==> src/pkg/fgrc_params.svh <==
// Register map, field positions and reset values of the frame capture block
`ifndef FGRC_PARAMS_SVH
`define FGRC_PARAMS_SVH

// Widths
`define FGRC_ADDR_W     8
`define FGRC_CNT_W      16
`define FGRC_SMP_W      8

// Register byte offsets
`define FGRC_A_CTRL     8'h00
`define FGRC_A_CFG      8'h04
`define FGRC_A_SPR      8'h08
`define FGRC_A_RPB      8'h0c
`define FGRC_A_RPA      8'h10
`define FGRC_A_STAT     8'h14
`define FGRC_A_FRAME    8'h18

// Control register command bits, self clearing
`define FGRC_CTRL_START 0
`define FGRC_CTRL_ABORT 1
`define FGRC_CTRL_FORCE 2

// Reset values of the count registers
`define FGRC_SPR_RST    16'h0100
`define FGRC_RPB_RST    16'h0010
`define FGRC_RPA_RST    16'h0040

// Sign flip between offset binary and two's complement
`define FGRC_SIGN_FLIP  8'h80

// AXI responses
`define FGRC_RESP_OKAY  2'h0
`define FGRC_RESP_SLV   2'h2

// Aux output selections
`define FGRC_SEL_BUSY   2'h0
`define FGRC_SEL_ARMED  2'h1
`define FGRC_SEL_TRIG   2'h2
`define FGRC_SEL_REC    2'h3

`endif

==> src/pkg/fgrc_pkg.sv <==
// Types shared by the frame gated record capture block
package fgrc_pkg;
`include "fgrc_params.svh"

    // Acquisition sequence, Gray coded along the usual path
    typedef enum logic [1:0]
    {
        FGRC_IDLE      = 2'h0,
        FGRC_WAIT_ARM  = 2'h1,
        FGRC_WAIT_LINE = 2'h3,
        FGRC_RECORD    = 2'h2
    } fgrc_state_t;

    // Configuration register, bit 0 first from the right
    typedef struct packed {
        logic       slave;
        logic [1:0] aux_sel;
        logic       infinite;
        logic       signed_fmt;
        logic       no_pretrigger_mode;
        logic       footer_en;
        logic       fall_edge;
        logic       aux_out_mode;
    } fgrc_cfg_t;

    // Raw converter sample, offset binary
    typedef struct packed {
        logic                   valid;
        logic [`FGRC_SMP_W-1:0] data;
    } fgrc_sample_t;

    // Captured record stream with optional frame footer
    typedef struct packed {
        logic                   valid;
        logic                   first;
        logic                   last;
        logic [`FGRC_SMP_W-1:0] data;
        logic                   footer_valid;
        logic [`FGRC_CNT_W-1:0] footer;
    } fgrc_rec_t;

    // Whole state of the top module, apart from the check counter h_cnt
    typedef struct packed {
        fgrc_cfg_t              cfg;
        logic [`FGRC_CNT_W-1:0] spr;
        logic [`FGRC_CNT_W-1:0] rpb;
        logic [`FGRC_CNT_W-1:0] rpa;
        fgrc_state_t            st;
        logic [`FGRC_CNT_W-1:0] smp_cnt;
        logic [`FGRC_CNT_W-1:0] rec_cnt;
        logic [`FGRC_CNT_W-1:0] acq_cnt;
        logic [`FGRC_CNT_W-1:0] frame;
        logic [2:0]             aux_s;
        logic [2:0]             trg_s;
        logic [2:0]             syn_s;
        logic                   cmd_start;
        logic                   cmd_abort;
        logic                   cmd_force;
        logic                   sync_out;
        logic                   aux_o;
        logic                   aux_oe_n;
        logic                   awready;
        logic                   wready;
        logic                   aw_got;
        logic                   w_got;
        logic [`FGRC_ADDR_W-1:0] awaddr;
        logic [31:0]            wdata;
        logic [3:0]             wstrb;
        logic                   bvalid;
        logic [1:0]             bresp;
        logic                   arready;
        logic                   rvalid;
        logic [1:0]             rresp;
        logic [31:0]            rdata;
        fgrc_rec_t              out;
    } fgrc_regs_t;

endpackage

==> src/rtl/fgrc_top.sv <==
// Frame gated record capture with AXI4-Lite register slave
//
// Contract
// - Each line trigger captures one fixed-length record
// - Aux input active edge arms one frame
// - Take buffer of records, then ignore triggers
// - Software force arms exactly one frame
// - Aux output mode: drive signal, force-only arming
// - Infinite acquisition runs until host aborts
// - Footer mode counts frames, appends frame number
// - Footers only in no-pretrigger mode
// - Master start command starts all boards together
// - Misaligned records shift silently, no indication
// - Default output unsigned offset binary codes
// - Signed selection gives two's complement codes
// - Format written before start, readable back
//
// Implementation choices: the register addresses and the AXI4-Lite interface to the registers.
`timescale 1ns/1ns
`include "fgrc_params.svh"

module fgrc_top
(
    // Clock and reset
    input  wire logic                     mclk,
    input  wire logic                     rst_n,
    // AXI4-Lite write channels
    input  wire logic [`FGRC_ADDR_W-1:0]  s_axi_awaddr,
    input  wire logic                     s_axi_awvalid,
    output logic                          s_axi_awready,
    input  wire logic [31:0]              s_axi_wdata,
    input  wire logic [3:0]               s_axi_wstrb,
    input  wire logic                     s_axi_wvalid,
    output logic                          s_axi_wready,
    output logic [1:0]                    s_axi_bresp,
    output logic                          s_axi_bvalid,
    input  wire logic                     s_axi_bready,
    // AXI4-Lite read channels
    input  wire logic [`FGRC_ADDR_W-1:0]  s_axi_araddr,
    input  wire logic                     s_axi_arvalid,
    output logic                          s_axi_arready,
    output logic [31:0]                   s_axi_rdata,
    output logic [1:0]                    s_axi_rresp,
    output logic                          s_axi_rvalid,
    input  wire logic                     s_axi_rready,
    // Converter samples and record stream
    input  wire fgrc_pkg::fgrc_sample_t   samp_in,
    output fgrc_pkg::fgrc_rec_t           rec_out,
    // Line trigger pin
    input  wire logic                     line_trig_in,
    // Aux connector, two-way
    input  wire logic                     aux_in,
    output logic                          aux_out,
    output logic                          aux_oe_n,
    // Master-slave start link
    input  wire logic                     sync_start_in,
    output logic                          sync_start_out
);

    fgrc_pkg::fgrc_regs_t r;
    fgrc_pkg::fgrc_regs_t n;

    logic aux_evt;
    logic trg_evt;
    logic syn_evt;
    logic footer_mode;
    logic rec_end;

    // Byte-lane merge for partial writes
    function automatic logic [31:0] fgrc_merge(
        input logic [31:0] old,
        input logic [31:0] wd,
        input logic [3:0]  strb);
        logic [31:0] res;
        res = old;
        for (int i = 0; i < 4; i++)
        begin
            if (strb[i])
                res[i*8 +: 8] = wd[i*8 +: 8];
        end
        return res;
    endfunction

    // Edge detectors compare the second and third synchroniser stages
    assign aux_evt = r.cfg.fall_edge ? (r.aux_s[2] & ~r.aux_s[1])
                                     : (r.aux_s[1] & ~r.aux_s[2]);
    assign trg_evt = r.trg_s[1] & ~r.trg_s[2];
    assign syn_evt = r.syn_s[1] & ~r.syn_s[2];
    // Footers only exist in no-pretrigger mode
    assign footer_mode = r.cfg.footer_en &
                         r.cfg.no_pretrigger_mode;
    // Length is not checked: odd lengths shift silently
    assign rec_end = (r.st == fgrc_pkg::FGRC_RECORD) & samp_in.valid &
                     (r.smp_cnt + 16'h1 >= r.spr);

    // Next state of the whole block
    always_comb
    begin
        logic [31:0] mrg;
        logic        acq_done;
        n = r;
        mrg = 32'h0;
        acq_done = 1'b0;
        // Pin synchronisers, stage 0 read only by stage 1
        n.aux_s = {r.aux_s[1], r.aux_s[0], aux_in};
        n.trg_s = {r.trg_s[1], r.trg_s[0], line_trig_in};
        n.syn_s = {r.syn_s[1], r.syn_s[0], sync_start_in};
        n.cmd_start = 1'b0;
        n.cmd_abort = 1'b0;
        n.cmd_force = 1'b0;
        n.sync_out = 1'b0;
        n.out.valid = 1'b0;
        n.out.first = 1'b0;
        n.out.last = 1'b0;
        n.out.footer_valid = 1'b0;

        // Write address and data taken in either order
        if (s_axi_awvalid && r.awready)
        begin
            n.aw_got = 1'b1;
            n.awaddr = s_axi_awaddr;
        end
        if (s_axi_wvalid && r.wready)
        begin
            n.w_got = 1'b1;
            n.wdata = s_axi_wdata;
            n.wstrb = s_axi_wstrb;
        end
        if (r.aw_got && r.w_got)
        begin
            n.aw_got = 1'b0;
            n.w_got = 1'b0;
            n.bvalid = 1'b1;
            n.bresp = `FGRC_RESP_OKAY;
            unique case (r.awaddr)
                `FGRC_A_CTRL:
                begin
                    if (r.wstrb[0])
                    begin
                        n.cmd_start = r.wdata[`FGRC_CTRL_START];
                        n.cmd_abort = r.wdata[`FGRC_CTRL_ABORT];
                        n.cmd_force = r.wdata[`FGRC_CTRL_FORCE];
                    end
                end
                `FGRC_A_CFG:
                begin
                    // Frozen while busy, so the format cannot change
                    // mid-acquisition
                    if (r.st == fgrc_pkg::FGRC_IDLE)
                    begin
                        mrg = fgrc_merge({23'h0, r.cfg}, r.wdata, r.wstrb);
                        n.cfg = fgrc_pkg::fgrc_cfg_t'(mrg[8:0]);
                    end
                end
                `FGRC_A_SPR:
                begin
                    mrg = fgrc_merge({16'h0, r.spr}, r.wdata, r.wstrb);
                    n.spr = mrg[15:0];
                end
                `FGRC_A_RPB:
                begin
                    mrg = fgrc_merge({16'h0, r.rpb}, r.wdata, r.wstrb);
                    n.rpb = mrg[15:0];
                end
                `FGRC_A_RPA:
                begin
                    mrg = fgrc_merge({16'h0, r.rpa}, r.wdata, r.wstrb);
                    n.rpa = mrg[15:0];
                end
                `FGRC_A_STAT, `FGRC_A_FRAME: ;
                default: n.bresp = `FGRC_RESP_SLV;
            endcase
        end
        if (r.bvalid && s_axi_bready)
            n.bvalid = 1'b0;
        n.awready = ~n.aw_got & ~n.bvalid;
        n.wready = ~n.w_got & ~n.bvalid;

        // Read answered one cycle after the address is taken
        if (s_axi_arvalid && r.arready)
        begin
            n.rvalid = 1'b1;
            n.rresp = `FGRC_RESP_OKAY;
            unique case (s_axi_araddr)
                `FGRC_A_CTRL:  n.rdata = 32'h0;
                `FGRC_A_CFG:   n.rdata = {23'h0, r.cfg};
                `FGRC_A_SPR:   n.rdata = {16'h0, r.spr};
                `FGRC_A_RPB:   n.rdata = {16'h0, r.rpb};
                `FGRC_A_RPA:   n.rdata = {16'h0, r.rpa};
                `FGRC_A_STAT:  n.rdata = {r.rec_cnt, 13'h0, r.st,
                                          r.st != fgrc_pkg::FGRC_IDLE};
                `FGRC_A_FRAME: n.rdata = {16'h0, r.frame};
                default:
                begin
                    n.rdata = 32'h0;
                    n.rresp = `FGRC_RESP_SLV;
                end
            endcase
        end
        else if (r.rvalid && s_axi_rready)
            n.rvalid = 1'b0;
        n.arready = ~n.rvalid;

        // Frame numbers counted on the aux input in footer mode
        if (footer_mode && !r.cfg.aux_out_mode && aux_evt)
            n.frame = r.frame + 16'h1;

        // Acquisition sequence
        unique case (r.st)
            fgrc_pkg::FGRC_IDLE:
            begin
                // A slave waits for the master's start edge
                if ((r.cmd_start && !r.cfg.slave) ||
                    (syn_evt && r.cfg.slave))
                begin
                    n.sync_out = ~r.cfg.slave;
                    n.acq_cnt = 16'h0;
                    n.rec_cnt = 16'h0;
                    n.frame = 16'h0;
                    n.st = footer_mode ? fgrc_pkg::FGRC_WAIT_LINE
                                       : fgrc_pkg::FGRC_WAIT_ARM;
                end
            end
            fgrc_pkg::FGRC_WAIT_ARM:
            begin
                // Line triggers ignored until armed
                if (r.cmd_force ||
                    (aux_evt && !r.cfg.aux_out_mode))
                begin
                    n.rec_cnt = 16'h0;
                    n.st = fgrc_pkg::FGRC_WAIT_LINE;
                end
            end
            fgrc_pkg::FGRC_WAIT_LINE:
            begin
                if (trg_evt)
                begin
                    n.smp_cnt = 16'h0;
                    n.st = fgrc_pkg::FGRC_RECORD;
                end
            end
            fgrc_pkg::FGRC_RECORD:
            begin
                // Triggers during a record are dropped
                if (samp_in.valid)
                begin
                    n.out.valid = 1'b1;
                    n.out.first = (r.smp_cnt == 16'h0);
                    n.out.last = rec_end;
                    // Raw codes are offset binary already
                    n.out.data = r.cfg.signed_fmt
                        ? (samp_in.data ^ `FGRC_SIGN_FLIP)
                        : samp_in.data;
                    n.smp_cnt = r.smp_cnt + 16'h1;
                end
                if (rec_end)
                begin
                    n.out.footer_valid = footer_mode;
                    n.out.footer = r.frame;
                    n.rec_cnt = r.rec_cnt + 16'h1;
                    n.acq_cnt = r.acq_cnt + 16'h1;
                    acq_done = !r.cfg.infinite &&
                               (r.acq_cnt + 16'h1 >= r.rpa);
                    if (acq_done)
                        n.st = fgrc_pkg::FGRC_IDLE;
                    else if (!footer_mode &&
                             r.rec_cnt + 16'h1 >= r.rpb)
                        n.st = fgrc_pkg::FGRC_WAIT_ARM;
                    else
                        n.st = fgrc_pkg::FGRC_WAIT_LINE;
                end
            end
        endcase
        // Abort wins over every state transition in flight
        if (r.cmd_abort)
            n.st = fgrc_pkg::FGRC_IDLE;

        // Aux connector in output mode
        n.aux_oe_n = ~n.cfg.aux_out_mode;
        unique case (r.cfg.aux_sel)
            `FGRC_SEL_BUSY:  n.aux_o = r.st != fgrc_pkg::FGRC_IDLE;
            `FGRC_SEL_ARMED: n.aux_o = r.st[1];
            `FGRC_SEL_TRIG:  n.aux_o = r.trg_s[2];
            `FGRC_SEL_REC:   n.aux_o = r.st == fgrc_pkg::FGRC_RECORD;
        endcase
    end

    // State register
    always_ff @(posedge mclk or negedge rst_n)
    begin
        if (!rst_n)
        begin
            r <= '0;
            r.st <= fgrc_pkg::FGRC_IDLE;
            r.spr <= `FGRC_SPR_RST;
            r.rpb <= `FGRC_RPB_RST;
            r.rpa <= `FGRC_RPA_RST;
            r.aux_oe_n <= 1'b1;
            r.awready <= 1'b1;
            r.wready <= 1'b1;
            r.arready <= 1'b1;
        end
        else
            r <= n;
    end

    // Outputs straight from the state register
    assign s_axi_awready = r.awready;
    assign s_axi_wready = r.wready;
    assign s_axi_bvalid = r.bvalid;
    assign s_axi_bresp = r.bresp;
    assign s_axi_arready = r.arready;
    assign s_axi_rvalid = r.rvalid;
    assign s_axi_rresp = r.rresp;
    assign s_axi_rdata = r.rdata;
    assign rec_out = r.out;
    assign aux_out = r.aux_o;
    assign aux_oe_n = r.aux_oe_n;
    assign sync_start_out = r.sync_out;

    // Sample count within the current record, read only by checks
    logic [`FGRC_CNT_W-1:0] h_cnt;
    always_ff @(posedge mclk or negedge rst_n)
    begin
        if (!rst_n)
            h_cnt <= 16'h0;
        else if (r.out.valid)
            h_cnt <= r.out.last ? 16'h0 : h_cnt + 16'h1;
    end
endmodule

==> config.mk <==
export PLATFORM = sky130hd
export DESIGN_NAME = fgrc_top
export DESIGN_NICKNAME = d
export VERILOG_FILES = /design/src/pkg/fgrc_pkg.sv /design/src/rtl/fgrc_top.sv
export VERILOG_INCLUDE_DIRS = /design/src /design/src/pkg
export SDC_FILE = /design/constraint.sdc
export NUM_CORES = 1
export LEC_CHECK = 0
export ABC_AREA = 1
export BUFFER_PORTS_ARGS = -buffer_cell sky130_fd_sc_hd__buf_2
export CORE_ASPECT_RATIO = 0.5
export CORE_MARGIN = 3
export CORE_UTILIZATION = 50
export DETAILED_ROUTE_END_ITERATION = 6
export HOLD_SLACK_MARGIN = 0.03
export PLACE_DENSITY = 0.7
export RECOVER_POWER = 100
export SYNTH_ARGS = -nofsm -noshare
export SYNTH_HDL_FRONTEND = slang
export SYNTH_SLANG_ARGS = --single-unit
==> constraint.sdc <==
create_clock -name mclk -period 6.4 [get_ports mclk]
set_clock_uncertainty 0.15 [all_clocks]
set_input_delay 0 -clock mclk [delete_from_list [all_inputs] [get_ports mclk]]
set_output_delay 0 -clock mclk [all_outputs]
set_load 0.005 [all_outputs]
==> results of run 1 <==
[layout make-up]
cell class                 instances  area, um^2
inverter                         207         777
clock inverter                    13         153
sequential                       233        5840
fill                            2094        9660
timing repair buffer             232        1620
clock buffer                      29         638
tap                              336         420
antenna                            1        2.50
multi-input combinational        942        5060
[tightest hold or removal path, delay by kind of cell]
family | cells | cell delay, ns
buffers and inverters | 1 | 0.10
AOI/OAI and AO/OA | 1 | 0.13
and+or+nand+nor | 4 | 0.49
[final timing paths]
| kind | from | end | slack, ns | cells past startpoint |
|---|---|---|---|---|
| max | r[178]$_DFFE_PN0P_ | r[150]$_DFFE_PN0P_ | 1.52 | 22 |
| min | s_axi_araddr[2] | s_axi_rdata[13]$_DFFE_PN0P_ | 0.07 | 6 |
| max reg2reg | r[178]$_DFFE_PN0P_ | r[150]$_DFFE_PN0P_ | 1.52 | 22 |
| min reg2reg | n[128]$_DFF_PN0_ | n[129]$_DFF_PN0_ | 0.20 | 0 |
| max in group asynchronous | rst_n | r[192]$_DFFE_PN0P_ | 1.94 | 4 |
| min in group asynchronous | rst_n | s_axi_rdata[20]$_DFFE_PN0P_ | 1.37 | 3 |
[cell families (layout without fill, tap and decap cells)]
logic type                 after synthesis  count (layout)
AOI/OAI and AO/OA                      280             280
xor gates and xnor gates                36              36
adders and majority gates               58              58
buffers and inverters                  309             481
DFF                                    233             233
muxes                                    7               7
other                                    1               3
and+or+nand+nor                        559             559
[placed cells by master, fill, tap and decap left out, drive strengths merged, types with 6 or more instances in the layout]
master / count
dfrtp: 226
a21oi: 68
nor2: 90
a221oi: 6
inv: 209
o22ai: 10
dlygate4sd3: 104
xor2: 34
clkinv: 7
clkbuf: 78
nand3: 51
o31ai: 15
o21ai: 163
dfstp: 7
nand2: 356
nand4: 21
nor3: 26
nor4: 9
mux2: 7
ha: 58
buf: 79
[flip-flops by register name, indices dropped and copies added, names as in the netlist, 6 cells and up]
signal       cells
n                6
s_axi_rdata     32
rec_out         28
r              157
[report_power, final]
group	switching [mW]	internal (mW)	total (mW)
combinational	0.808	0.479	1.29
clock	0.606	0.833	1.44
sequential	0.125	1.67	1.80
[metal layers]
| metal | vias up | GRT usage [%] | part of all wire [%] |
|---|---|---|---|
| li1 | 5055 | - | - |
| met1 | 5088 | 37.0 | 47 |
| met2 | 354 | 41.0 | 45 |
| met3 | 44 | 3.75 | 6.4 |
| met4 | 0 | 5.46 | 1.7 |
| met5 | - | 0 | 0 |
[per-stage QoR]
stage | area (um^2) | std cells
after floorplan | 12400 | 1484
after global placement | 12800 | 1846
after detailed placement | 12800 | 1846
after CTS | 14600 | 1991
after global routing | 14500 | 1992
final | 14500 | 1993
==> results.toml, run 1 <==
[power_and_ir_drop]
cellPowerDensity_mw_per_mm2 = 311
finalPower_mw = 4.52
p_leak_nw = 7.07
irDropWorstVdd_v = 0.000181

[place]
port_buffers = 122
dpl.hpwl_mm = 23.9
pre_cts_ws_ns = 2.36
place_congestion = 0.926

[grt]
grt.overflow.total = 0
grtUsageTotal_pct = 25.4
grt_pass1_wl_mm = 53.9
antenna_found_initial = 0
grt_pass1_vias = 10100
grt_max_degree = 121

[setup_path]
crit_required_ns = 6.66
startpoint_type = "flop"
endpoint_kind = "flop"
path_class = "flop to flop"
path_common_cell = "nand2_1"
crit_chain = "ha_1 > nand3_2 > inv_2 > nand3_2 > nor2_2 > nand2_1 > nor2_2 > nand2_2 > inv_2 > nand3_4 > o21ai_1 > nand2_1 > ha_1 > nand2_1 > nor3_1 > nand3_1 > nand3_2 > nand2_1 > a21oi_4 > inv_1 > nand2_1 > nand2_1"
crit_buf_inv = 3
arrival_ns = 5.13
critPathTopFamily = "simple AND/OR/NAND/NOR gates"
slowest_stage = "a21oi_4"
crit_path_max_fanout = 37
max_stage_delay_ns = 0.88

[synth]
synth_top_area_cell = "dfrtp_1"
yosysMostFrequentCell = "nand2_1"
synth-compound-area-share_pct = 12.5
synthCells = 1483
ys_seq_area_share_pct = 47.2
synthTopCellsByCount = "nand2_1, dfrtp_1, inv_1"
syn_area_mm2 = 0.0124
yosysWarnings = 0
synthArstFlopShare_pct = 100
synth_edf_count = 0
synthTopCellsByArea = "dfrtp_1, nand2_1, inv_1, o21ai_0, ha_1"
synthAdderAreaFrac_pct = 5.86
muxShareOfSynthArea_pct = 0.637
ys_seq_elements = 233
synth-main-ff-cell = "dfrtp_1"
avgSynthCellArea_um2 = 8.35
synth_top_area_share_pct = 45.7
synthDistinctLibCells = 51
synth_xor_area_share_pct = 2.55
synth_top_family_by_area = "simple AND/OR/NAND/NOR gates"
synth-simple-area-share_pct = 19.8

[sta]
tightest_slew_ns = 3.06
rsz0062_at_grt = "no"
finalSetupViolations = 0
period_needed_ns = 4.88
slew_violations = 266
fmax_ghz = 0.205
slew_headroom_pct = -104
post-route-period-util_pct = 76.2
fin_setup_tns_ns = 0
worst_slack_ns = 1.52
holdWs_ns = 0.0661
hold_viol = 0

[cts]
clock_latency_ns = 0.53
clock-sinks = 233
cts_buffer_depth = 3
cts_root_buf = "clkbuf_16"
cts_tree = "yes"
clk_pin_slew_worst_paths_ns = 0.07
numCtsBuffers = 23
cts_resized = 0
htree_num_levels = 1
post_cts_buffers = 0
cts.hold.buffers_added = 103

[route]
vias_per_cell = 5.29
wl_mm = 33.9
antenna_left = 0
avgRoutedWirePerCell_um = 17.0
drtIter0Drc = 905
drc = 0
num_vias = 10500
drtPass1Iterations = 5

[min_path]
hold_class = "primary input to flop"

[floorplanning]
pin_count = 143
die_w_um = 229
dieArea_mm2 = 0.0268
core_mm2 = 0.0242
fp-row-count = 40
die_y_um = 117
start_util_pct = 51.2

[status]
status = "finished with violations"
violations = "max-capacitance violations, max-slew violations"

[cells_and_area]
synthToLayoutAreaGrowth_pct = 17.2
fin_util_pct = 60.0
drive_above_1_share_pct = 10.3
nets = 1768

[run]
drv_cap = 4
Note: power is estimated with default switching activity, not from simulation.
==> run 2, diff against run 1 <==
- clock period: 6.4 -> 4.7 ns (I/O delays scaled with it)
==> run 2 against run 1 <==
  * The run still ends with max-capacitance violations, max-slew violations left
  * First-iteration DRC count up 13%
  * Fmax up 18%
  * Flip-flop and latch count stayed put
  * Largest cell class unchanged
==> results.toml, run 2 (synthesized netlist as in run 1, its figures left out) <==
[status]
status = "finished with violations"
violations = "max-capacitance violations, max-slew violations"

[cells_and_area]
finalInstanceArea_mm2 = 0.0146
diodes = 0
top_register = "r"
largest_register_ffs = 157
final_common_cell = "nand2_1"
layout_common_cells = "nand2_1, dfrtp_1, inv_1"
nets = 1769
synthToLayoutAreaGrowth_pct = 17.9
drive_above_1_share_pct = 10.2
fillers = 2062

[cts]
cts_resized = 0
clk_pin_slew_worst_paths_ns = 0.06
cts_root_buf = "clkbuf_16"
clock_latency_ns = 0.54
clock-sinks = 233
htree_num_levels = 1
post_cts_buffers = 0
numCtsBuffers = 22
cts_buffer_depth = 3
cts_tree = "yes"

[setup_path]
startpoint_type = "flop"
regToRegEndpoint = "r[164]$_DFFE_PN0P_"
arrival_ns = 4.38
path_class = "flop to flop"
r2r-start = "r[178]$_DFFE_PN0P_"
crit_path_max_fanout = 37
reg2reg_setup_slack_ns = 0.57
cp-startpoint = "r[178]$_DFFE_PN0P_"
endpoint_kind = "flop"
crit_required_ns = 4.96
rr_worst_depth = 21

[sta]
slew_headroom_pct = -134
fmax_ghz = 0.242
worst_slack_ns = 0.574
fin_setup_tns_ns = 0
finalSetupViolations = 0
period_needed_ns = 4.13
slew_violations = 221
hold_viol = 0
tightest_slew_ns = 3.51
post-route-period-util_pct = 87.8
rsz0062_at_grt = "no"

[place]
place_congestion = 0.979
dpl.hpwl_mm = 23.5
place_area_mm2 = 0.0128
port_buffers = 122
pre_cts_ws_ns = 0.673

[min_path]
holdPathStages = 3
hp-start = "s_axi_bready"
hold_class = "primary input to flop"
min_to = "s_axi_bvalid$_DFF_PN0_"

[route]
vias_per_cell = 5.32
drtIter0Drc = 1021
wl_mm = 33.8
drc = 0
antenna_left = 0
num_vias = 10600
avgRoutedWirePerCell_um = 17.0
drtPass1Iterations = 5

[grt]
grt_pass1_wl_mm = 53.8
grt.overflow.total = 0
antenna_found_initial = 0
grt_max_degree = 140
grtUsageTotal_pct = 25.3
grt_pass1_vias = 10200

[floorplanning]
die_y_um = 117
start_util_pct = 51.2
dieArea_mm2 = 0.0268
core_mm2 = 0.0242
fp-row-count = 40
die_w_um = 229
pin_count = 143

[power_and_ir_drop]
cellPowerDensity_mw_per_mm2 = 426
p_leak_nw = 7.10
irDropWorstVdd_v = 0.000266

[run]
drv_cap = 3
run 2: changes by cell type in the layout (fill, tap and decap cells not counted), sizes merged:
cell	delta
clkinv	-2
clkbuf	-2
buf	+1
clkinvlp	-1
diode	-1
bufinv	+2
inv	-2
dlygate4sd3	+3
run 2: repair_timing:
action | in CTS | in global routing
endpoints found under the setup margin | 0 | 0
hold buffers | 107 | 0
hold endpoints to repair | 214 | 0
run 2: final cells by class:
| cell class | instances | area, um^2 | share of cell area [%] |
|---|---|---|---|
| Clock inverter | 10 | 186 | 1.28 |
| Tap cell | 336 | 420 | 2.88 |
| Multi-Input combinational cell | 942 | 5070 | 34.8 |
| Clock buffer | 29 | 627 | 4.30 |
| Sequential cell | 233 | 5840 | 40.0 |
| Inverter | 207 | 777 | 5.32 |
| Timing Repair Buffer | 234 | 1670 | 11.4 |
run 2: critical path, stage by stage, from the launching register on:
cell	delay, ns
dfrtp_1	0.46
ha_1	0.25
nand3_2	0.11
inv_2	0.08
nand3_2	0.09
nor2_2	0.11
nand2_1	0.06
nor2_1	0.15
nand2_2	0.09
inv_2	0.09
nand3_4	0.08
o21ai_1	0.13
nand2_1	0.11
ha_1	0.28
nand2_1	0.08
nor3_2	0.21
nand3_1	0.11
nand3_2	0.11
nand2_4	0.24
nand2_1	0.17
nand3b_2	0.44
o21ai_0	0.37
run 2: worst max path at each step:
stage and end:
6_report r[164]$_DFFE_PN0P_, 5_1_grt r[166]$_DFFE_PN0P_, 4_1_cts r[164]$_DFFE_PN0P_, 3_5_place_dp r[164]$_DFFE_PN0P_
3_3_place_gp r[164]$_DFFE_PN0P_, 2_1_floorplan r[162]$_DFFE_PN0P_
run 2: power breakdown:
part	switching, mW	total [mW]	internal [mW]
Clock	0.790	2.01	1.21
Combinational	1.10	1.77	0.671
Sequential	0.169	2.44	2.27
Total	2.06	6.22	4.16
run 2: metrics by stage:
stage,hold slack (ns),total power [mW],utilization [%],cells
2_1_floorplan,-0.446,3.47,-,1484
4_1_cts,0.0484,6.22,60.9,1991
6_report,0.0641,6.22,60.4,1991
3_3_place_gp,-0.0404,3.87,53.1,1845
5_1_grt,0.0877,6.57,60.4,1991
3_5_place_dp,-0.0404,3.92,53.1,1845
run 2: metal layers:
metal,track usage [%],wire [um]
met1,35.7,15400
met2,39.9,15100
met3,5.80,2580
met4,6.84,751
met5,0,0
==> run 3, diff against run 2 <==
- clock period: 4.7 -> 5.3 ns (I/O delays scaled with it)
==> run 3 against run 2 <==
  * The run still ends with max-capacitance violations, max-slew violations left
  * Design area shrank 0.66%
  * Clock power shrank 20%
  * Non-clock buffer count grew 2
  * Combinational power shrank 11%
  * First-iteration DRC count grew 6.5%
  * Die area is the same
  * Flip-flop and latch count is the same
  * Register-to-register slack gained 0.54 ns
  * Critical path type unchanged
  * Largest power group unchanged
  * Highest routed layer unchanged
==> results.toml, run 3 (synthesized netlist as in run 1, its figures left out) <==
[grt]
grt_max_degree = 103
met3_usage_pct = 5.32
grt_pass1_wl_mm = 54.3
busiest_layer = "met2"
grt.overflow.total = 0
gr-usage-met2_pct = 41.1
grtUsageTotal_pct = 25.9
antenna_found_initial = 1
grt_pass1_vias = 10100
met1_usage_pct = 36.4

[cts]
numCtsBuffers = 23
clock-sinks = 233
htree_num_levels = 1
cts_resized = 0
cts_tree = "yes"
post_cts_buffers = 0
cts_buffer_depth = 3
clk_pin_slew_worst_paths_ns = 0.07
cts_root_buf = "clkbuf_16"
clock_latency_ns = 0.55

[setup_path]
crit_path_max_fanout = 37
crit_chain = "nand3_1 > nor3_1 > nand3_1 > inv_1 > nand2_1 > nor2_1 > nand2_1 > o21ai_0 > nand2_1 > inv_1 > ha_1 > a21oi_1 > o21ai_0 > a21oi_1 > nand3_2 > nand2_4 > nand2_1 > nand3b_2 > o21ai_0"
arrival_ns = 4.43
slowest_stage = "nand3b_2"
startpoint_type = "flop"
max_stage_delay_ns = 0.50
crit_buf_inv = 2
endpoint_kind = "flop"
crit_required_ns = 5.54
path_common_cell = "nand2_1"
critPathTopFamily = "simple AND/OR/NAND/NOR gates"
path_class = "flop to flop"

[cells_and_area]
final_common_cell = "nand2_1"
top_register = "r"
layout_common_cells = "nand2_1, dfrtp_1, inv_1"
nets = 1772
drive_above_1_share_pct = 9.89
largest_register_ffs = 157
synthToLayoutAreaGrowth_pct = 17.1
diodes = 0

[floorplanning]
die_w_um = 229
core_mm2 = 0.0242
die_y_um = 117
fp-row-count = 40
pin_count = 143
start_util_pct = 51.2
dieArea_mm2 = 0.0268

[place]
dpl.hpwl_mm = 23.7
place_congestion = 0.942
port_buffers = 122
pre_cts_ws_ns = 1.23

[route]
avgRoutedWirePerCell_um = 17.3
vias_per_cell = 5.30
drc = 0
wl_mm = 34.5
drtPass1Iterations = 5
antenna_left = 0
drtIter0Drc = 1087
num_vias = 10600

[sta]
post-route-period-util_pct = 78.9
worst_slack_ns = 1.12
slew_violations = 185
finalSetupViolations = 0
fmax_ghz = 0.239
rsz0062_at_grt = "no"
fin_setup_tns_ns = 0
slew_headroom_pct = -71.5
tightest_slew_ns = 2.57
hold_viol = 0
period_needed_ns = 4.18

[min_path]
hold_class = "primary input to flop"

[power_and_ir_drop]
cellPowerDensity_mw_per_mm2 = 369
irDropWorstVdd_v = 0.000230
finalPower_mw = 5.35
p_leak_nw = 7.03

[status]
status = "finished with violations"
violations = "max-capacitance violations, max-slew violations"

[run]
drv_cap = 3
-- run 3: cell types whose count changed in the layout (fill, tap and decap cells not counted), sizes merged --
cell,delta
bufinv,-5
inv,+1
buf,-4
clkbuf,+10
clkinvlp,+1
dlygate4sd3,+1
-- run 3: what timing repair did --
action	in CTS	in global routing
setup endpoints to repair	0	0
endpoints found under the hold margin	181	0
hold buffers	109	0
-- run 3: worst min-delay path, cell delays in order --
cell and delay (ns):
dlygate4sd3_1 0.52, buf_2 0.10, a21oi_1 0.08
-- run 3: final timing paths --
kind / start / endpoint / slack (ns) / cells past startpoint
max reg2reg: r[178]$_DFFE_PN0P_ / r[174]$_DFFE_PN0P_ / 1.12 / 19
min in group asynchronous: rst_n / r[216]$_DFFE_PN1P_ / 0.79 / 3
max: r[178]$_DFFE_PN0P_ / r[174]$_DFFE_PN0P_ / 1.12 / 19
max in group asynchronous: rst_n / r[188]$_DFFE_PN0P_ / 1.64 / 4
min: s_axi_bready / s_axi_bvalid$_DFF_PN0_ / 0.06 / 3
min reg2reg: n[128]$_DFF_PN0_ / n[129]$_DFF_PN0_ / 0.21 / 0
-- run 3: area by class of cell --
cell class / instances / area [um^2]
Fill cell: 2103 / 9680
Sequential cell: 233 / 5840
Multi-Input combinational cell: 942 / 5070
Timing Repair Buffer: 236 / 1660
Inverter: 207 / 777
Clock buffer: 34 / 667
Tap cell: 336 / 420
Clock inverter: 7 / 56.3
-- run 3: stage by stage --
| stage | utilization (%) | area [um^2] | instances | hold slack, ns |
|---|---|---|---|---|
| floorplan | - | 12400 | 1484 | -0.446 |
| global placement | 53.0 | 12800 | 1845 | -0.0564 |
| detailed placement | 53.0 | 12800 | 1845 | -0.0613 |
| CTS | 60.6 | 14600 | 1995 | 0.0455 |
| global route | 60.0 | 14500 | 1995 | 0.0698 |
| finish | 60.0 | 14500 | 1995 | 0.0554 |
-- run 3: power by group --
part           internal (mW)  leakage, nW  switching (mW)
Clock                  0.880        0.356           0.734
Sequential              2.02         3.09           0.153
Combinational          0.590         3.58           0.977
-- run 3: routing by layer --
metal  up-vias  routed length, um
li1       5054                  -
met1      5082              15800
met2       364              15000
met3        69               2690
met4         0               1040
met5         -                  0
